===== src/core/global_ctrl_pkg.sv =====
// Constants for the global clock, reset and interrupt block.
// Byte address on APB is four times the register index.
package global_ctrl_pkg;

    localparam int APB_DW = 32;
    localparam int ADDR_W = 10;
    localparam int REG_W = 8;
    localparam int IDX_W = 8;

    // Global register indices
    localparam logic [7:0] IDX_GLOBAL_FRAMER_RESET = 8'hF0;
    localparam logic [7:0] IDX_GLOBAL_LIU_RESET = 8'hF1;
    localparam logic [7:0] IDX_GLOBAL_CLOCK_CTRL = 8'hF2;
    localparam logic [7:0] IDX_IDENTITY_REG = 8'hF3;
    localparam logic [7:0] IDX_GLOBAL_FRAMER_INT_INFO = 8'hF4;
    localparam logic [7:0] IDX_GLOBAL_LIU_INT_INFO = 8'hF5;
    localparam logic [7:0] IDX_GLOBAL_TESTER_INT_INFO = 8'hF6;
    localparam logic [7:0] IDX_MASTER_CLK_CFG = 8'hF7;

    // Per-block register indices
    localparam logic [7:0] IDX_LIU_MAINT_CTRL = 8'h10;
    localparam logic [7:0] IDX_RX_MASTER_MODE = 8'h20;
    localparam logic [7:0] IDX_TX_MASTER_MODE = 8'h21;
    localparam logic [7:0] IDX_RX_HDLC_CTRL = 8'h30;
    localparam logic [7:0] IDX_TX_HDLC_CTRL_A = 8'h31;
    localparam logic [7:0] IDX_RX_ELASTIC_CTRL = 8'h40;
    localparam logic [7:0] IDX_TX_ELASTIC_CTRL = 8'h41;
    localparam logic [7:0] IDX_RX_BITCODE_CTRL = 8'h50;
    localparam logic [7:0] IDX_LOOP_UP_CODE_DEF = 8'h51;
    localparam logic [7:0] IDX_LOOP_DOWN_CODE_DEF = 8'h52;
    localparam logic [7:0] IDX_SPARE_CODE_DEF = 8'h53;
    localparam logic [7:0] IDX_TX_INT_INFO = 8'h60;
    localparam logic [7:0] IDX_RX_INT_INFO = 8'h61;
    localparam logic [7:0] IDX_LATCHED_BASE = 8'h70;
    localparam logic [7:0] IDX_MASK_BASE = 8'h78;

    // Control register slots
    localparam int NUM_CTRL = 15;
    localparam int C_GFR = 0;
    localparam int C_GLR = 1;
    localparam int C_GCC = 2;
    localparam int C_MCC = 3;
    localparam int C_LMC = 4;
    localparam int C_RMM = 5;
    localparam int C_TMM = 6;
    localparam int C_RHC = 7;
    localparam int C_THC = 8;
    localparam int C_REC = 9;
    localparam int C_TEC = 10;
    localparam int C_RBOC = 11;
    localparam int C_LUP = 12;
    localparam int C_LDN = 13;
    localparam int C_SPR = 14;
    localparam logic [7:0] CTRL_IDX [NUM_CTRL] = '{
        IDX_GLOBAL_FRAMER_RESET, IDX_GLOBAL_LIU_RESET, IDX_GLOBAL_CLOCK_CTRL,
        IDX_MASTER_CLK_CFG, IDX_LIU_MAINT_CTRL, IDX_RX_MASTER_MODE, IDX_TX_MASTER_MODE,
        IDX_RX_HDLC_CTRL, IDX_TX_HDLC_CTRL_A, IDX_RX_ELASTIC_CTRL, IDX_TX_ELASTIC_CTRL,
        IDX_RX_BITCODE_CTRL, IDX_LOOP_UP_CODE_DEF, IDX_LOOP_DOWN_CODE_DEF,
        IDX_SPARE_CODE_DEF};
    localparam logic [7:0] CTRL_RST = 8'h00;
    localparam logic [7:0] MASK_RST = 8'h00;

    // Latched status groups
    localparam int NUM_LAT = 5;
    localparam int L_TX = 0;
    localparam int L_RX_A = 1;
    localparam int L_RX_B = 2;
    localparam int L_LIU = 3;
    localparam int L_TESTER = 4;

    // Field positions
    localparam int B_GLOBAL_RST = 0;
    localparam int B_FRAMER_ENABLE = 0;
    localparam int B_MODE_RST = 1;
    localparam int B_RX_HDLC_RST = 6;
    localparam int B_TX_HDLC_RST = 5;
    localparam int B_ELASTIC_RST = 2;
    localparam int B_BITCODE_RST = 7;
    localparam int B_TX_POWER_DOWN = 0;
    localparam int B_RX_POWER_DOWN = 1;
    localparam int B_TX_OUTPUT_ENABLE = 2;
    localparam int B_BP_RATE_LO = 0;
    localparam int B_REF_SRC_LO = 2;
    localparam int B_REF_PIN_OUT = 4;
    localparam int B_REF_OUT_T1 = 5;
    localparam int B_BUS_MASTER = 7;
    localparam int B_MCLK_MULT_LO = 0;
    localparam int B_MCLK_BASE_T1 = 3;

    // Backplane rate codes: 2.048, 4.096, 8.192, 16.384 MHz
    typedef enum logic [1:0] {
        BP_2M048 = 2'b00, BP_4M096 = 2'b01, BP_8M192 = 2'b10, BP_16M384 = 2'b11
    } bp_rate_t;

    typedef enum logic [1:0] {
        REF_MCLK = 2'b00, REF_PIN = 2'b01, REF_RECOVERED = 2'b10, REF_SPARE = 2'b11
    } ref_src_t;

    // Timing
    localparam int CLK_PERIOD_NS = 50;
    localparam int FRAME_PERIOD_NS = 125000;
    localparam int FRAME_SYNC_CYCLES = FRAME_PERIOD_NS / CLK_PERIOD_NS;
    localparam int FS_CNT_W = 12;

endpackage


===== src/core/global_clock_reset_interrupt_ctrl.sv =====
// Global clock, reset and interrupt resources of a T1/E1 transceiver.
// Assumes an APB master on core_clk; events arrive as core_clk pulses.
//
// Notes on behaviour
// Master clock at base rate or up to 8x.
// Backplane rate 2.048, 4.096, 8.192 or 16.384 MHz.
// Clock control sets reference pin direction and T1 or E1 output.
// Reference: prescaled master, reference pin or recovered clock.
// Master or recovered reference lets the pin drive 2.048/1.544 MHz.
// As bus master, drive 8 kHz frame sync with the backplane clock.
// Hardware reset resets framers, line interface and testers.
// Host rewrites all registers, reserved ones to zero, after reset.
// Power-down bits float transmit pins and stop the receiver.
// Enable clear floats transmit outputs; interface stays powered.
// Global framer and LIU reset bit 0 reset those blocks.
// Mode register bit 1 resets its framer.
// HDLC control bits 6 and 5 reset receive and transmit HDLC.
// Elastic bit 2 and bit-code bit 7 reset those blocks.
// Code definition writes restart integration.
// Host waits 300 ns after clock control write with 1.544 MHz master.
// Host follows reset, identify, clocks, zero, framer, LIU, done order.
// Global registers sit at indices F0 to FF.
// Global info names the block; lower levels name the source.
// Info bits are live; clear once no unmasked latched bit remains.
// Latched bits clear on a written 1 only.
// Mask keeps a bit off info and pin, but latched bit still sets.
// Open-drain pin pulled low while any unmasked condition is active.
// Pin asserts with any global info bit, releases in the same cycle.
`timescale 1ns/100ps

module global_clock_reset_interrupt_ctrl
    import global_ctrl_pkg::*;
#(
    parameter logic [7:0] IDENTITY_CODE = 8'h5A, // Arbitrary value
    parameter int EVT_W = 8
) (
    input wire logic core_clk,
    input wire logic rst,
    input wire logic psel,
    input wire logic penable,
    input wire logic pwrite,
    input wire logic [global_ctrl_pkg::ADDR_W-1:0] paddr,
    input wire logic [global_ctrl_pkg::APB_DW-1:0] pwdata,
    input wire logic [3:0] pstrb,
    output logic [global_ctrl_pkg::APB_DW-1:0] prdata,
    output logic pready,
    output logic pslverr,
    input wire logic [EVT_W-1:0] tx_events,
    input wire logic [EVT_W-1:0] rx_events_a,
    input wire logic [EVT_W-1:0] rx_events_b,
    input wire logic [EVT_W-1:0] liu_events,
    input wire logic [EVT_W-1:0] tester_events,
    output logic irq_n_o,
    output logic irq_n_oe,
    input wire logic master_clk_t1_rate,
    input wire logic master_clk_e1_rate,
    input wire logic rx_recovered_clk,
    input wire logic ref_clk_pin_i,
    output logic ref_clk_pin_o,
    output logic ref_clk_pin_oe,
    output logic bp_ref_clk,
    output logic [1:0] bp_rate_sel,
    output logic [2:0] mclk_prescale,
    output logic mclk_base_t1,
    output logic tx_frame_sync_pin_o,
    output logic tx_frame_sync_pin_oe,
    output logic rx_framer_rst,
    output logic tx_framer_rst,
    output logic tester_rst,
    output logic liu_rst,
    output logic rx_hdlc_rst,
    output logic tx_hdlc_rst,
    output logic rx_elastic_rst,
    output logic tx_elastic_rst,
    output logic rx_bitcode_rst,
    output logic code_integ_restart,
    output logic rx_framer_enable,
    output logic tx_framer_enable,
    output logic tx_power_down,
    output logic rx_power_down,
    output logic tx_line_oe
);
    import global_ctrl_pkg::*;

    if (EVT_W < 1 || EVT_W > REG_W) begin : g_bad_evt_w
        $error("EVT_W must be 1 to 8");
    end

    logic [IDX_W-1:0] idx;
    logic wr_access;
    logic [REG_W-1:0] wbyte;
    logic [REG_W-1:0] ctrl_reg [NUM_CTRL];
    logic [REG_W-1:0] lat_reg [NUM_LAT];
    logic [REG_W-1:0] mask_reg [NUM_LAT];
    logic [REG_W-1:0] evt [NUM_LAT];
    logic [NUM_LAT-1:0] pend;
    logic [REG_W-1:0] tx_info;
    logic [REG_W-1:0] rx_info;
    logic [REG_W-1:0] gfi;
    logic [REG_W-1:0] gli;
    logic [REG_W-1:0] gti;
    logic [REG_W-1:0] rd_data;
    logic rd_ok;
    logic [APB_DW-1:0] prdata_reg;
    logic pslverr_reg;
    logic [3:0] clk_sync1_reg;
    logic [3:0] clk_sync2_reg;
    logic [FS_CNT_W-1:0] fs_cnt_reg;
    logic fs_pulse_reg;
    logic ref_out_reg;
    logic bp_ref_reg;
    ref_src_t ref_src;

    // Register access
    assign idx = paddr[ADDR_W-1:2];
    assign wbyte = pwdata[REG_W-1:0];
    // Upper byte lanes ignored
    assign wr_access = psel && penable && pwrite && pstrb[0];
    // Read data taken at setup, so no wait states
    assign pready = 1'b1;
    assign prdata = prdata_reg;
    assign pslverr = pslverr_reg;

    assign evt[L_TX] = REG_W'(tx_events);
    assign evt[L_RX_A] = REG_W'(rx_events_a);
    assign evt[L_RX_B] = REG_W'(rx_events_b);
    assign evt[L_LIU] = REG_W'(liu_events);
    assign evt[L_TESTER] = REG_W'(tester_events);

    // Control storage
    for (genvar i = 0; i < NUM_CTRL; i++) begin : g_ctrl
        always_ff @(posedge core_clk or posedge rst) begin
            if (rst) begin
                ctrl_reg[i] <= CTRL_RST;
            end else if (wr_access && idx == CTRL_IDX[i]) begin
                ctrl_reg[i] <= wbyte;
            end
        end
    end

    // Latched status with masks
    for (genvar k = 0; k < NUM_LAT; k++) begin : g_lat
        logic lat_hit;
        logic mask_hit;
        assign lat_hit = wr_access && idx == IDX_W'(IDX_LATCHED_BASE + k);
        assign mask_hit = wr_access && idx == IDX_W'(IDX_MASK_BASE + k);

        always_ff @(posedge core_clk or posedge rst) begin
            if (rst) begin
                lat_reg[k] <= '0;
            end else begin
                // A new event beats a same-cycle clear
                lat_reg[k] <= (lat_reg[k] & ~(lat_hit ? wbyte : '0)) | evt[k];
            end
        end

        always_ff @(posedge core_clk or posedge rst) begin
            if (rst) begin
                mask_reg[k] <= MASK_RST;
            end else if (mask_hit) begin
                mask_reg[k] <= wbyte;
            end
        end

        assign pend[k] = |(lat_reg[k] & ~mask_reg[k]);
    end

    // Information levels, live
    assign tx_info = {7'h00, pend[L_TX]};
    assign rx_info = {6'h00, pend[L_RX_B], pend[L_RX_A]};
    assign gfi = {6'h00, |rx_info, |tx_info};
    assign gli = {7'h00, pend[L_LIU]};
    assign gti = {7'h00, pend[L_TESTER]};

    // Pulls low only; combinational for same-cycle release
    assign irq_n_o = 1'b0;
    assign irq_n_oe = |{gfi, gli, gti};

    // Read mux
    always_comb begin
        rd_data = '0;
        rd_ok = 1'b0;
        for (int i = 0; i < NUM_CTRL; i++) begin
            if (idx == CTRL_IDX[i]) begin
                rd_data = ctrl_reg[i];
                rd_ok = 1'b1;
            end
        end
        for (int k = 0; k < NUM_LAT; k++) begin
            if (idx == IDX_W'(IDX_LATCHED_BASE + k)) begin
                rd_data = lat_reg[k];
                rd_ok = 1'b1;
            end
            if (idx == IDX_W'(IDX_MASK_BASE + k)) begin
                rd_data = mask_reg[k];
                rd_ok = 1'b1;
            end
        end
        case (idx)
            IDX_IDENTITY_REG: begin
                rd_data = IDENTITY_CODE;
                rd_ok = 1'b1;
            end
            IDX_GLOBAL_FRAMER_INT_INFO: begin
                rd_data = gfi;
                rd_ok = 1'b1;
            end
            IDX_GLOBAL_LIU_INT_INFO: begin
                rd_data = gli;
                rd_ok = 1'b1;
            end
            IDX_GLOBAL_TESTER_INT_INFO: begin
                rd_data = gti;
                rd_ok = 1'b1;
            end
            IDX_TX_INT_INFO: begin
                rd_data = tx_info;
                rd_ok = 1'b1;
            end
            IDX_RX_INT_INFO: begin
                rd_data = rx_info;
                rd_ok = 1'b1;
            end
            default: begin
            end
        endcase
    end

    always_ff @(posedge core_clk or posedge rst) begin
        if (rst) begin
            prdata_reg <= '0;
            pslverr_reg <= 1'b0;
        end else if (psel && !penable) begin
            prdata_reg <= {24'h00_0000, rd_data};
            pslverr_reg <= !rd_ok;
        end
    end

    // Resets held while bit set and during hardware reset
    always_ff @(posedge core_clk or posedge rst) begin
        if (rst) begin
            rx_framer_rst <= 1'b1;
            tx_framer_rst <= 1'b1;
            tester_rst <= 1'b1;
            liu_rst <= 1'b1;
            rx_hdlc_rst <= 1'b1;
            tx_hdlc_rst <= 1'b1;
            rx_elastic_rst <= 1'b1;
            tx_elastic_rst <= 1'b1;
            rx_bitcode_rst <= 1'b1;
        end else begin
            rx_framer_rst <= ctrl_reg[C_GFR][B_GLOBAL_RST] | ctrl_reg[C_RMM][B_MODE_RST];
            tx_framer_rst <= ctrl_reg[C_GFR][B_GLOBAL_RST] | ctrl_reg[C_TMM][B_MODE_RST];
            tester_rst <= ctrl_reg[C_GFR][B_GLOBAL_RST];
            liu_rst <= ctrl_reg[C_GLR][B_GLOBAL_RST];
            rx_hdlc_rst <= ctrl_reg[C_RHC][B_RX_HDLC_RST];
            tx_hdlc_rst <= ctrl_reg[C_THC][B_TX_HDLC_RST];
            rx_elastic_rst <= ctrl_reg[C_REC][B_ELASTIC_RST];
            tx_elastic_rst <= ctrl_reg[C_TEC][B_ELASTIC_RST];
            rx_bitcode_rst <= ctrl_reg[C_RBOC][B_BITCODE_RST];
        end
    end

    // Code definition write: one restart pulse
    always_ff @(posedge core_clk or posedge rst) begin
        if (rst) begin
            code_integ_restart <= 1'b0;
        end else begin
            code_integ_restart <= wr_access && (idx == IDX_LOOP_UP_CODE_DEF
                || idx == IDX_LOOP_DOWN_CODE_DEF || idx == IDX_SPARE_CODE_DEF);
        end
    end

    // Framer enables and line interface power controls
    always_ff @(posedge core_clk or posedge rst) begin
        if (rst) begin
            rx_framer_enable <= 1'b0;
            tx_framer_enable <= 1'b0;
            tx_power_down <= 1'b0;
            rx_power_down <= 1'b0;
            tx_line_oe <= 1'b0;
        end else begin
            rx_framer_enable <= ctrl_reg[C_RMM][B_FRAMER_ENABLE];
            tx_framer_enable <= ctrl_reg[C_TMM][B_FRAMER_ENABLE];
            tx_power_down <= ctrl_reg[C_LMC][B_TX_POWER_DOWN];
            rx_power_down <= ctrl_reg[C_LMC][B_RX_POWER_DOWN];
            // Power-down overrides the enable
            tx_line_oe <= ctrl_reg[C_LMC][B_TX_OUTPUT_ENABLE]
                && !ctrl_reg[C_LMC][B_TX_POWER_DOWN];
        end
    end

    // Synthesizer settings from clock registers
    assign bp_rate_sel = ctrl_reg[C_GCC][B_BP_RATE_LO +: 2];
    assign mclk_prescale = ctrl_reg[C_MCC][B_MCLK_MULT_LO +: 3];
    assign mclk_base_t1 = ctrl_reg[C_MCC][B_MCLK_BASE_T1];
    assign ref_src = ref_src_t'(ctrl_reg[C_GCC][B_REF_SRC_LO +: 2]);

    // Foreign clocks sampled as levels; good for rates well under 10 MHz
    always_ff @(posedge core_clk or posedge rst) begin
        if (rst) begin
            clk_sync1_reg <= '0;
            clk_sync2_reg <= '0;
        end else begin
            clk_sync1_reg <= {ref_clk_pin_i, rx_recovered_clk, master_clk_e1_rate,
                master_clk_t1_rate};
            clk_sync2_reg <= clk_sync1_reg;
        end
    end

    // Reference select and pin drive
    always_ff @(posedge core_clk or posedge rst) begin
        if (rst) begin
            bp_ref_reg <= 1'b0;
            ref_out_reg <= 1'b0;
        end else begin
            case (ref_src)
                REF_PIN: bp_ref_reg <= clk_sync2_reg[3];
                REF_RECOVERED: bp_ref_reg <= clk_sync2_reg[2];
                REF_MCLK: bp_ref_reg <= mclk_base_t1 ? clk_sync2_reg[0] : clk_sync2_reg[1];
                default: bp_ref_reg <= mclk_base_t1 ? clk_sync2_reg[0] : clk_sync2_reg[1];
            endcase
            ref_out_reg <= ctrl_reg[C_GCC][B_REF_OUT_T1] ? clk_sync2_reg[0]
                : clk_sync2_reg[1];
        end
    end

    assign bp_ref_clk = bp_ref_reg;
    assign ref_clk_pin_o = ref_out_reg;
    // No drive while the pin is the reference
    assign ref_clk_pin_oe = ctrl_reg[C_GCC][B_REF_PIN_OUT] && ref_src != REF_PIN;

    // 8 kHz frame sync, one core_clk wide
    always_ff @(posedge core_clk or posedge rst) begin
        if (rst) begin
            fs_cnt_reg <= '0;
            fs_pulse_reg <= 1'b0;
        end else if (fs_cnt_reg == FS_CNT_W'(FRAME_SYNC_CYCLES - 1)) begin
            fs_cnt_reg <= '0;
            fs_pulse_reg <= 1'b1;
        end else begin
            fs_cnt_reg <= fs_cnt_reg + FS_CNT_W'(1);
            fs_pulse_reg <= 1'b0;
        end
    end

    assign tx_frame_sync_pin_o = fs_pulse_reg;
    assign tx_frame_sync_pin_oe = ctrl_reg[C_GCC][B_BUS_MASTER];

endmodule


===== config.mk =====
export PLATFORM = sky130hd
export DESIGN_NAME = global_clock_reset_interrupt_ctrl
export DESIGN_NICKNAME = d
export VERILOG_FILES = /design/src/core/global_ctrl_pkg.sv /design/src/core/global_clock_reset_interrupt_ctrl.sv
export SDC_FILE = /design/constraint.sdc
export NUM_CORES = 1
export LEC_CHECK = 0
export ABC_CLOCK_PERIOD_IN_PS = 21400
export BUFFER_PORTS_ARGS = -buffer_cell sky130_fd_sc_hd__buf_4
export CAP_MARGIN = 20
export CORE_ASPECT_RATIO = 1.75
export CORE_MARGIN = 3
export CORE_UTILIZATION = 46
export CTS_BUF_LIST = sky130_fd_sc_hd__clkbuf_8
export DETAILED_ROUTE_END_ITERATION = 8
export PLACE_DENSITY = 0.75
export SYNTH_ARGS = -nofsm -noshare
export SYNTH_HDL_FRONTEND = slang
export SYNTH_SLANG_ARGS = --single-unit

===== constraint.sdc =====
create_clock -name core_clk -period 21.4 [get_ports core_clk]
set_clock_uncertainty 0.15 [all_clocks]
set_input_delay 5.35 -clock core_clk [delete_from_list [all_inputs] [get_ports core_clk]]
set_output_delay 5.35 -clock core_clk [all_outputs]
set_load 0.1 [all_outputs]

; Yosys cells after proc, flatten, opt, wreduce, memory -nomap -nowiden
; Index checks and enable logic that the tools add are counted.
[op_classes]
n_addsub = 1
eq_ne = 35
mux = 62
n_bitwise = 27
n_reduce_logical = 45
[op_table]
columns = operator, n
row1 = $mux 8, 30
row2 = $eq 8x7->1 const B, 18
row3 = $and 8x8->8, 10
row4 = $not 8->8, 10
row5 = $eq 8x8->1 const B, 8
row6 = $pmux 8 s6, 1
row7 = $or 8x8->8, 5
row8 = $reduce_or 40->1, 1
row9 = $reduce_or 8->1, 5
row10 = $eq 8x6->1 const B, 4
row11 = $logic_and 1x1->1, 32
row12 = $mux 1, 29
row13 = $reduce_or 16->1, 1
row14 = $add 12x1->12 const B, 1
row15 = $eq 12x12->1 const B, 1
row16 = $mux 12, 1
row17 = $eq 8x5->1 const B, 1
row18 = $reduce_or 6->1, 1
row19 = $logic_not 1->1, 3
row20 = $eq 2x1->1 const B, 1
row21 = $eq 2x2->1 const B, 1
row22 = $logic_or 1x1->1, 2
row23 = $ne 2x1->1 const B, 1
row24 = $or 1x1->1, 2
row25 = $pmux 1 s2, 1
[word_totals]
register_bits = 247
in_bits = 95
out_inout_bits = 62
wordCells = 218

; Logic depth before layout (Yosys ltp)
[depth]
depth_word = 28
depth_mapped = 10
ltp_nobuf = 7

; Worst setup path before layout
; No wires, ideal clock.
[synth_path]
path_type = register to output
startpoint = register lat_reg[19] in the netlist's numbering
endpoint = output port irq_n_oe
t_arrival_ns = 2.037
required_time_ns = 15.900
slack_ns = 13.863
stages_incl_launch_ff = 6
n_path_buf = 0
path_cell_list = dfrtp_1 inv_1 o22ai_1 or4_1 nor2_1 nand4_1
[synth_between]
elab_chain_len = 2
[synth_lines]
columns = element, line_no
row1 = "start, declared", global_clock_reset_interrupt_ctrl.sv:93  ; logic [REG_W-1:0] lat_reg [NUM_LAT];
row2 = "start signal, assigned by index", global_clock_reset_interrupt_ctrl.sv:153  ; lat_reg[k] <= (lat_reg[k] & ~(lat_hit ? wbyte : '0)) | evt[k];
row3 = $and 8x8->8, global_clock_reset_interrupt_ctrl.sv:165  ; assign pend[k] = |(lat_reg[k] & ~mask_reg[k]);
row4 = $reduce_or 40->1, global_clock_reset_interrupt_ctrl.sv:177  ; assign irq_n_oe = |{gfi, gli, gti};
row5 = "end, declared", global_clock_reset_interrupt_ctrl.sv:54  ; output logic irq_n_oe,
; No other way between the ends.

; Final worst setup path
[layout_path]
startpoint = input port paddr[6] in the netlist's numbering
endpoint = register prdata_reg[0], in the netlist prdata[0]
[layout_between]
elab_chain_len = 27
elab_cells_between_ends = 57
cone_classes = eq/ne: 31 / mux: 26
[layout_lines]
columns = element, line_no
row1 = "start, declared", global_clock_reset_interrupt_ctrl.sv:42  ; input wire logic [global_ctrl_pkg::ADDR_W-1:0] paddr,
row2 = $eq 8x8->1, global_clock_reset_interrupt_ctrl.sv:184  ; if (idx == CTRL_IDX[i]) begin
row3 = $mux 8 (15 in a row), global_clock_reset_interrupt_ctrl.sv:184
row4 = $mux 8, global_clock_reset_interrupt_ctrl.sv:190  ; if (idx == IDX_W'(IDX_LATCHED_BASE + k)) begin
row5 = $mux 8, global_clock_reset_interrupt_ctrl.sv:194  ; if (idx == IDX_W'(IDX_MASK_BASE + k)) begin
row6 = $mux 8, global_clock_reset_interrupt_ctrl.sv:190
row7 = $mux 8, global_clock_reset_interrupt_ctrl.sv:194
row8 = $mux 8, global_clock_reset_interrupt_ctrl.sv:190
row9 = $mux 8, global_clock_reset_interrupt_ctrl.sv:194
row10 = $mux 8, global_clock_reset_interrupt_ctrl.sv:190
row11 = $mux 8, global_clock_reset_interrupt_ctrl.sv:194
row12 = $mux 8, global_clock_reset_interrupt_ctrl.sv:190
row13 = $mux 8, global_clock_reset_interrupt_ctrl.sv:194
row14 = $pmux 8 s6 *, global_clock_reset_interrupt_ctrl.sv:199  ; case (idx)
row15 = "end signal, assigned", global_clock_reset_interrupt_ctrl.sv:234  ; prdata_reg <= {24'h00_0000, rd_data};
row16 = "end, declared", global_clock_reset_interrupt_ctrl.sv:104  ; logic [APB_DW-1:0] prdata_reg;
; Mark *: on every way between the ends. The rest lies on a longest branch, timed or not.
; A chain may end at the register's enable or synchronous reset.

==> metrics.txt <==
Starting Density=47.04%; pin count of the biggest net entering global routing=around 120; insertion delay to the later sink of the worst-skew pair=0.58 ns; Buffers & Inverters on Critical Path=1; Setup crit end kind=flop; via count of the first global-routing pass=slightly below 10000; share of synthesized flip-flops with an asynchronous set or reset=100.0%; FF+latch count, synth=between 200 and 250; I/O pin total=157; Net Sw Frac=27.80%; synthesized area=roughly 13000 µm²; nature of the critical path startpoint=primary input; MaxCap Viol Count=0; Rel. slew slack=about a third; Fillers=2383; input/output buffers=a little over 100; core region area=26690 µm²; CTS tree=done; number of instances on the worst hold path=0; most used flip-flop cell after synthesis=sky130_fd_sc_hd__dfrtp_1; GRT Resource Usage Total=26.14%; post-CTS clock slew at the launch and capture registers of the worst setup and hold paths=0.07 ns; Die Span Y=224.5 µm; maximum cell stage delay along the critical path=0.91 ns; data arrival time of the critical path=8.42 ns; Crit path top cell by count=sky130_fd_sc_hd__nor3_1; number of buffers inserted during clock tree synthesis=38; global-route wire length before repair=a little under 60000 µm; Final Hold Viols=0; number of cells produced by synthesis=around 1100; clk sinks=247; average instance area after synthesis=11.01 µm²; post-cts resize count=0; Switching Power=280.5 µW; most crowded layer after global routing=met2; leakage power of the design=between 6 and 7 nW; First DRT Iteration DRCs=844; worst min-delay path startpoint=clk_sync1_reg[3]; cell-internal power=728.6 µW; post-detailed-route DRC marker count=0; Die Area=29390 µm²; Via Count=9948; r2r setup slk=19.01 ns; highest attainable clock frequency=about 0.12 GHz; crit-path leading delay family=simple AND/OR/NAND/NOR gates; Distinct cells, synth=80; DRT Pass-1 Iters=7; FF-to-FF Start=ctrl_reg[112]; hold-fix buffer count after cts=0; Power Dens Cells=approximately 72 nW/µm²; endpoint of the most critical register-to-register path=prdata[0]; remaining global-route overflow=0; post-synthesis sequential area ratio=49.33%; Area Overhead vs Synth=12.35%; ratio of cells with drive above 1 in the final layout=29.83%; Worst path slowest cell=sky130_fd_sc_hd__nor3_1; total of warnings raised by yosys=0; floorplan die width=approximately 130 µm; transition time at the pin with the least slew margin=0.9814 ns; Sequential cell area=6192 µm²; number of nets at the end of the flow=1310; Max clock buf depth=3; number of pins exceeding their max-slew limit in the final report=0; grt met3 use=about 3.6%; RSZ-0062 raised after global routing=false; setup bufs post-CTS=0; Setup CP Type=primary input to flop; number of vias per cell=6.369; worst vdd rail ir drop=56.48 µV; run status=finished clean; worst hold path endpoint=clk_sync2_reg[3]; Largest register FFs=113; worst min-delay path class=flop to flop; DP HPWL=26990 µm; routed wire length=38760 µm; power share of the combinational group=about 11%; largest fanout on the critical path=23; met2 global-route usage=44.45%; Final Wtd Congestion=0.9835; CP cell instances=buf_4 > nand4_1 > nor3_1 > a31oi_1 > nor3_1 > a2111oi_0 > o21ai_0 > a21o_1; antenna violations before repair=0; share of the cycle needed by the critical path after routing=37.83%; worst r2r path cells=6; count of flip-flops with a built-in enable after synthesis=0; total negative setup slack=0 ns; area occupied by multi-input gates=5705 µm²; power share of the clock group=between 40% and 50%; number of nets with antenna violations after routing=0; Min Clock Period, post-route=between 8 and 9 ns; WP data required=21.72 ns; DR WL/cell=around 25 µm; Clk Tree Root Cell=sky130_fd_sc_hd__clkbuf_8; routing usage on met1=between 20 and 30%; Setup violations, final=0; final standard cell utilization of the core=between 50% and 60%; H-tree depth reported by CTS=2; share of power burned in registers=47.3%; row count=79
-- placed cells by master (no fill, tap or decap), types with 7 or more instances in the layout --
cell	synthesis	final
sky130_fd_sc_hd__mux2i_1	12	12
sky130_fd_sc_hd__dfrtp_1	238	238
sky130_fd_sc_hd__o21ai_0	36	36
sky130_fd_sc_hd__xnor2_1	7	7
sky130_fd_sc_hd__conb_1	2	26
sky130_fd_sc_hd__nand4_1	9	9
sky130_fd_sc_hd__buf_4	36	106
sky130_fd_sc_hd__nand2_1	71	71
sky130_fd_sc_hd__nor4_1	16	16
sky130_fd_sc_hd__or3_1	10	10
sky130_fd_sc_hd__nand3_1	27	27
sky130_fd_sc_hd__mux2_2	159	159
sky130_fd_sc_hd__nor2b_1	8	8
sky130_fd_sc_hd__o221ai_1	12	12
sky130_fd_sc_hd__inv_1	51	60
sky130_fd_sc_hd__clkbuf_8	0	46
sky130_fd_sc_hd__and3_1	10	10
sky130_fd_sc_hd__a221oi_1	10	10
sky130_fd_sc_hd__mux2_4	8	8
sky130_fd_sc_hd__o22ai_1	32	32
sky130_fd_sc_hd__dfstp_2	9	9
sky130_fd_sc_hd__nor3_1	23	22
sky130_fd_sc_hd__a211oi_1	12	12
sky130_fd_sc_hd__a21oi_1	30	30
sky130_fd_sc_hd__nor2_1	56	56
sky130_fd_sc_hd__nand2b_1	12	12
sky130_fd_sc_hd__o211ai_1	9	9
sky130_fd_sc_hd__a31oi_1	10	10
sky130_fd_sc_hd__a21o_1	46	46
-- cell type report --
| cell class | instances | area share [%] |
|---|---|---|
| Clock inverter | 19 | 1.207 |
| Clock buffer | 46 | 4.489 |
| Antenna cell | 1 | 0.01774 |
| Timing Repair Buffer | 106 | 5.642 |
| Inverter | 51 | 1.411 |
| Tap cell | 324 | 2.874 |
| Multi-Input combinational cell | 768 | 40.45 |
| Sequential cell | 247 | 43.91 |
-- cells by family after synthesis --
| kind of cell | share of synthesized area, % |
|---|---|
| AO/OA/AOI/OAI | 14.13 |
| XOR/XNOR | 0.8372 |
| adder cells (fa/ha/maj) | 0.2990 |
| buffers and inverters | 5.980 |
| flip-flops | 49.33 |
| multiplexers | 16.54 |
| other | 0.05982 |
| AND/OR/NAND/NOR | 12.83 |
-- worst max-delay path by stage --
stage | from | endpoint | cells after the start
after floorplan | rst | bp_rate_sel[0] | 1
after global placement | paddr[2] | prdata[0] | 8
after detailed placement | paddr[6] | prdata[0] | 8
after CTS | lat_reg[30] | irq_n_oe | 7
after global routing | paddr[6] | prdata[0] | 8
final | paddr[6] | prdata[0] | 8
-- power by group through the flow --
| stage | clock, mW | sequential, mW | combinational, mW |
|---|---|---|---|
| 2_1_floorplan | 0 | 0.502 | 0.0633 |
| 3_3_place_gp | 0 | 0.485 | 0.108 |
| 3_5_place_dp | 0 | 0.485 | 0.109 |
| 4_1_cts | 0.428 | 0.477 | 0.109 |
| 5_1_grt | 0.449 | 0.477 | 0.115 |
| 6_report | 0.422 | 0.477 | 0.110 |
-- per-layer routing --
metal | vias up | part of all wire [%]
met5 | - | 0
met4 | 0 | 8.5
met3 | 189 | 6.9
met2 | 592 | 50
met1 | 4903 | 35
li1 | 4264 | -
-- synth_stat cells (4+ instances only) --
master / instances / area, µm²
sky130_fd_sc_hd__a2111oi_0: 5 / 43.79
sky130_fd_sc_hd__a211oi_1: 12 / 90.09
sky130_fd_sc_hd__a21o_1: 46 / 345.3
sky130_fd_sc_hd__a21oi_1: 30 / 150.1
sky130_fd_sc_hd__a221o_1: 5 / 50.05
sky130_fd_sc_hd__a221oi_1: 10 / 87.58
sky130_fd_sc_hd__a22o_1: 6 / 52.55
sky130_fd_sc_hd__a22oi_1: 6 / 45.04
sky130_fd_sc_hd__a31oi_1: 10 / 62.56
sky130_fd_sc_hd__a32oi_1: 5 / 43.79
sky130_fd_sc_hd__and3_1: 10 / 62.56
sky130_fd_sc_hd__and4_1: 4 / 35.03
sky130_fd_sc_hd__buf_1: 10 / 37.54
sky130_fd_sc_hd__buf_2: 21 / 105.1
sky130_fd_sc_hd__buf_4: 36 / 270.3
sky130_fd_sc_hd__buf_6: 4 / 45.04
sky130_fd_sc_hd__clkbuf_1: 27 / 101.4
sky130_fd_sc_hd__dfrtp_1: 238 / 5956
sky130_fd_sc_hd__dfstp_2: 9 / 236.5
sky130_fd_sc_hd__inv_1: 51 / 191.4
sky130_fd_sc_hd__mux2_2: 159 / 1790
sky130_fd_sc_hd__mux2_4: 8 / 120.1
sky130_fd_sc_hd__mux2i_1: 12 / 120.1
sky130_fd_sc_hd__nand2_1: 71 / 266.5
sky130_fd_sc_hd__nand2b_1: 12 / 75.07
sky130_fd_sc_hd__nand3_1: 27 / 135.1
sky130_fd_sc_hd__nand4_1: 9 / 56.30
sky130_fd_sc_hd__nor2_1: 56 / 210.2
sky130_fd_sc_hd__nor2_4: 5 / 56.30
sky130_fd_sc_hd__nor2b_1: 8 / 50.05
sky130_fd_sc_hd__nor3_1: 23 / 115.1
sky130_fd_sc_hd__nor3_2: 4 / 40.04
sky130_fd_sc_hd__nor4_1: 16 / 100.1
sky130_fd_sc_hd__o211ai_1: 9 / 67.56
sky130_fd_sc_hd__o21ai_0: 36 / 180.2
sky130_fd_sc_hd__o221ai_1: 12 / 105.1
sky130_fd_sc_hd__o22ai_1: 32 / 200.2
sky130_fd_sc_hd__or2_2: 4 / 25.02
sky130_fd_sc_hd__or3_1: 10 / 62.56
sky130_fd_sc_hd__or4_1: 4 / 30.03
sky130_fd_sc_hd__xnor2_1: 7 / 61.31
sky130_fd_sc_hd__xor2_1: 5 / 43.79
-- through the flow --
step / instances / hold WS, ns / setup slack, ns / total power [mW] / area, µm²
floorplan: 1164 / 0.1812 / 9.128 / 0.5656 / 12640
detailed placement: 1496 / 0.1872 / 12.90 / 0.5941 / 13300
finish: 1562 / 0.2050 / 13.31 / 1.009 / 14100
global placement: 1496 / 0.1837 / 12.90 / 0.5929 / 13300
global route: 1561 / 0.2106 / 13.28 / 1.041 / 14100
CTS: 1561 / 0.2059 / 13.43 / 1.014 / 14100
Power figures use the tool's default switching activity.
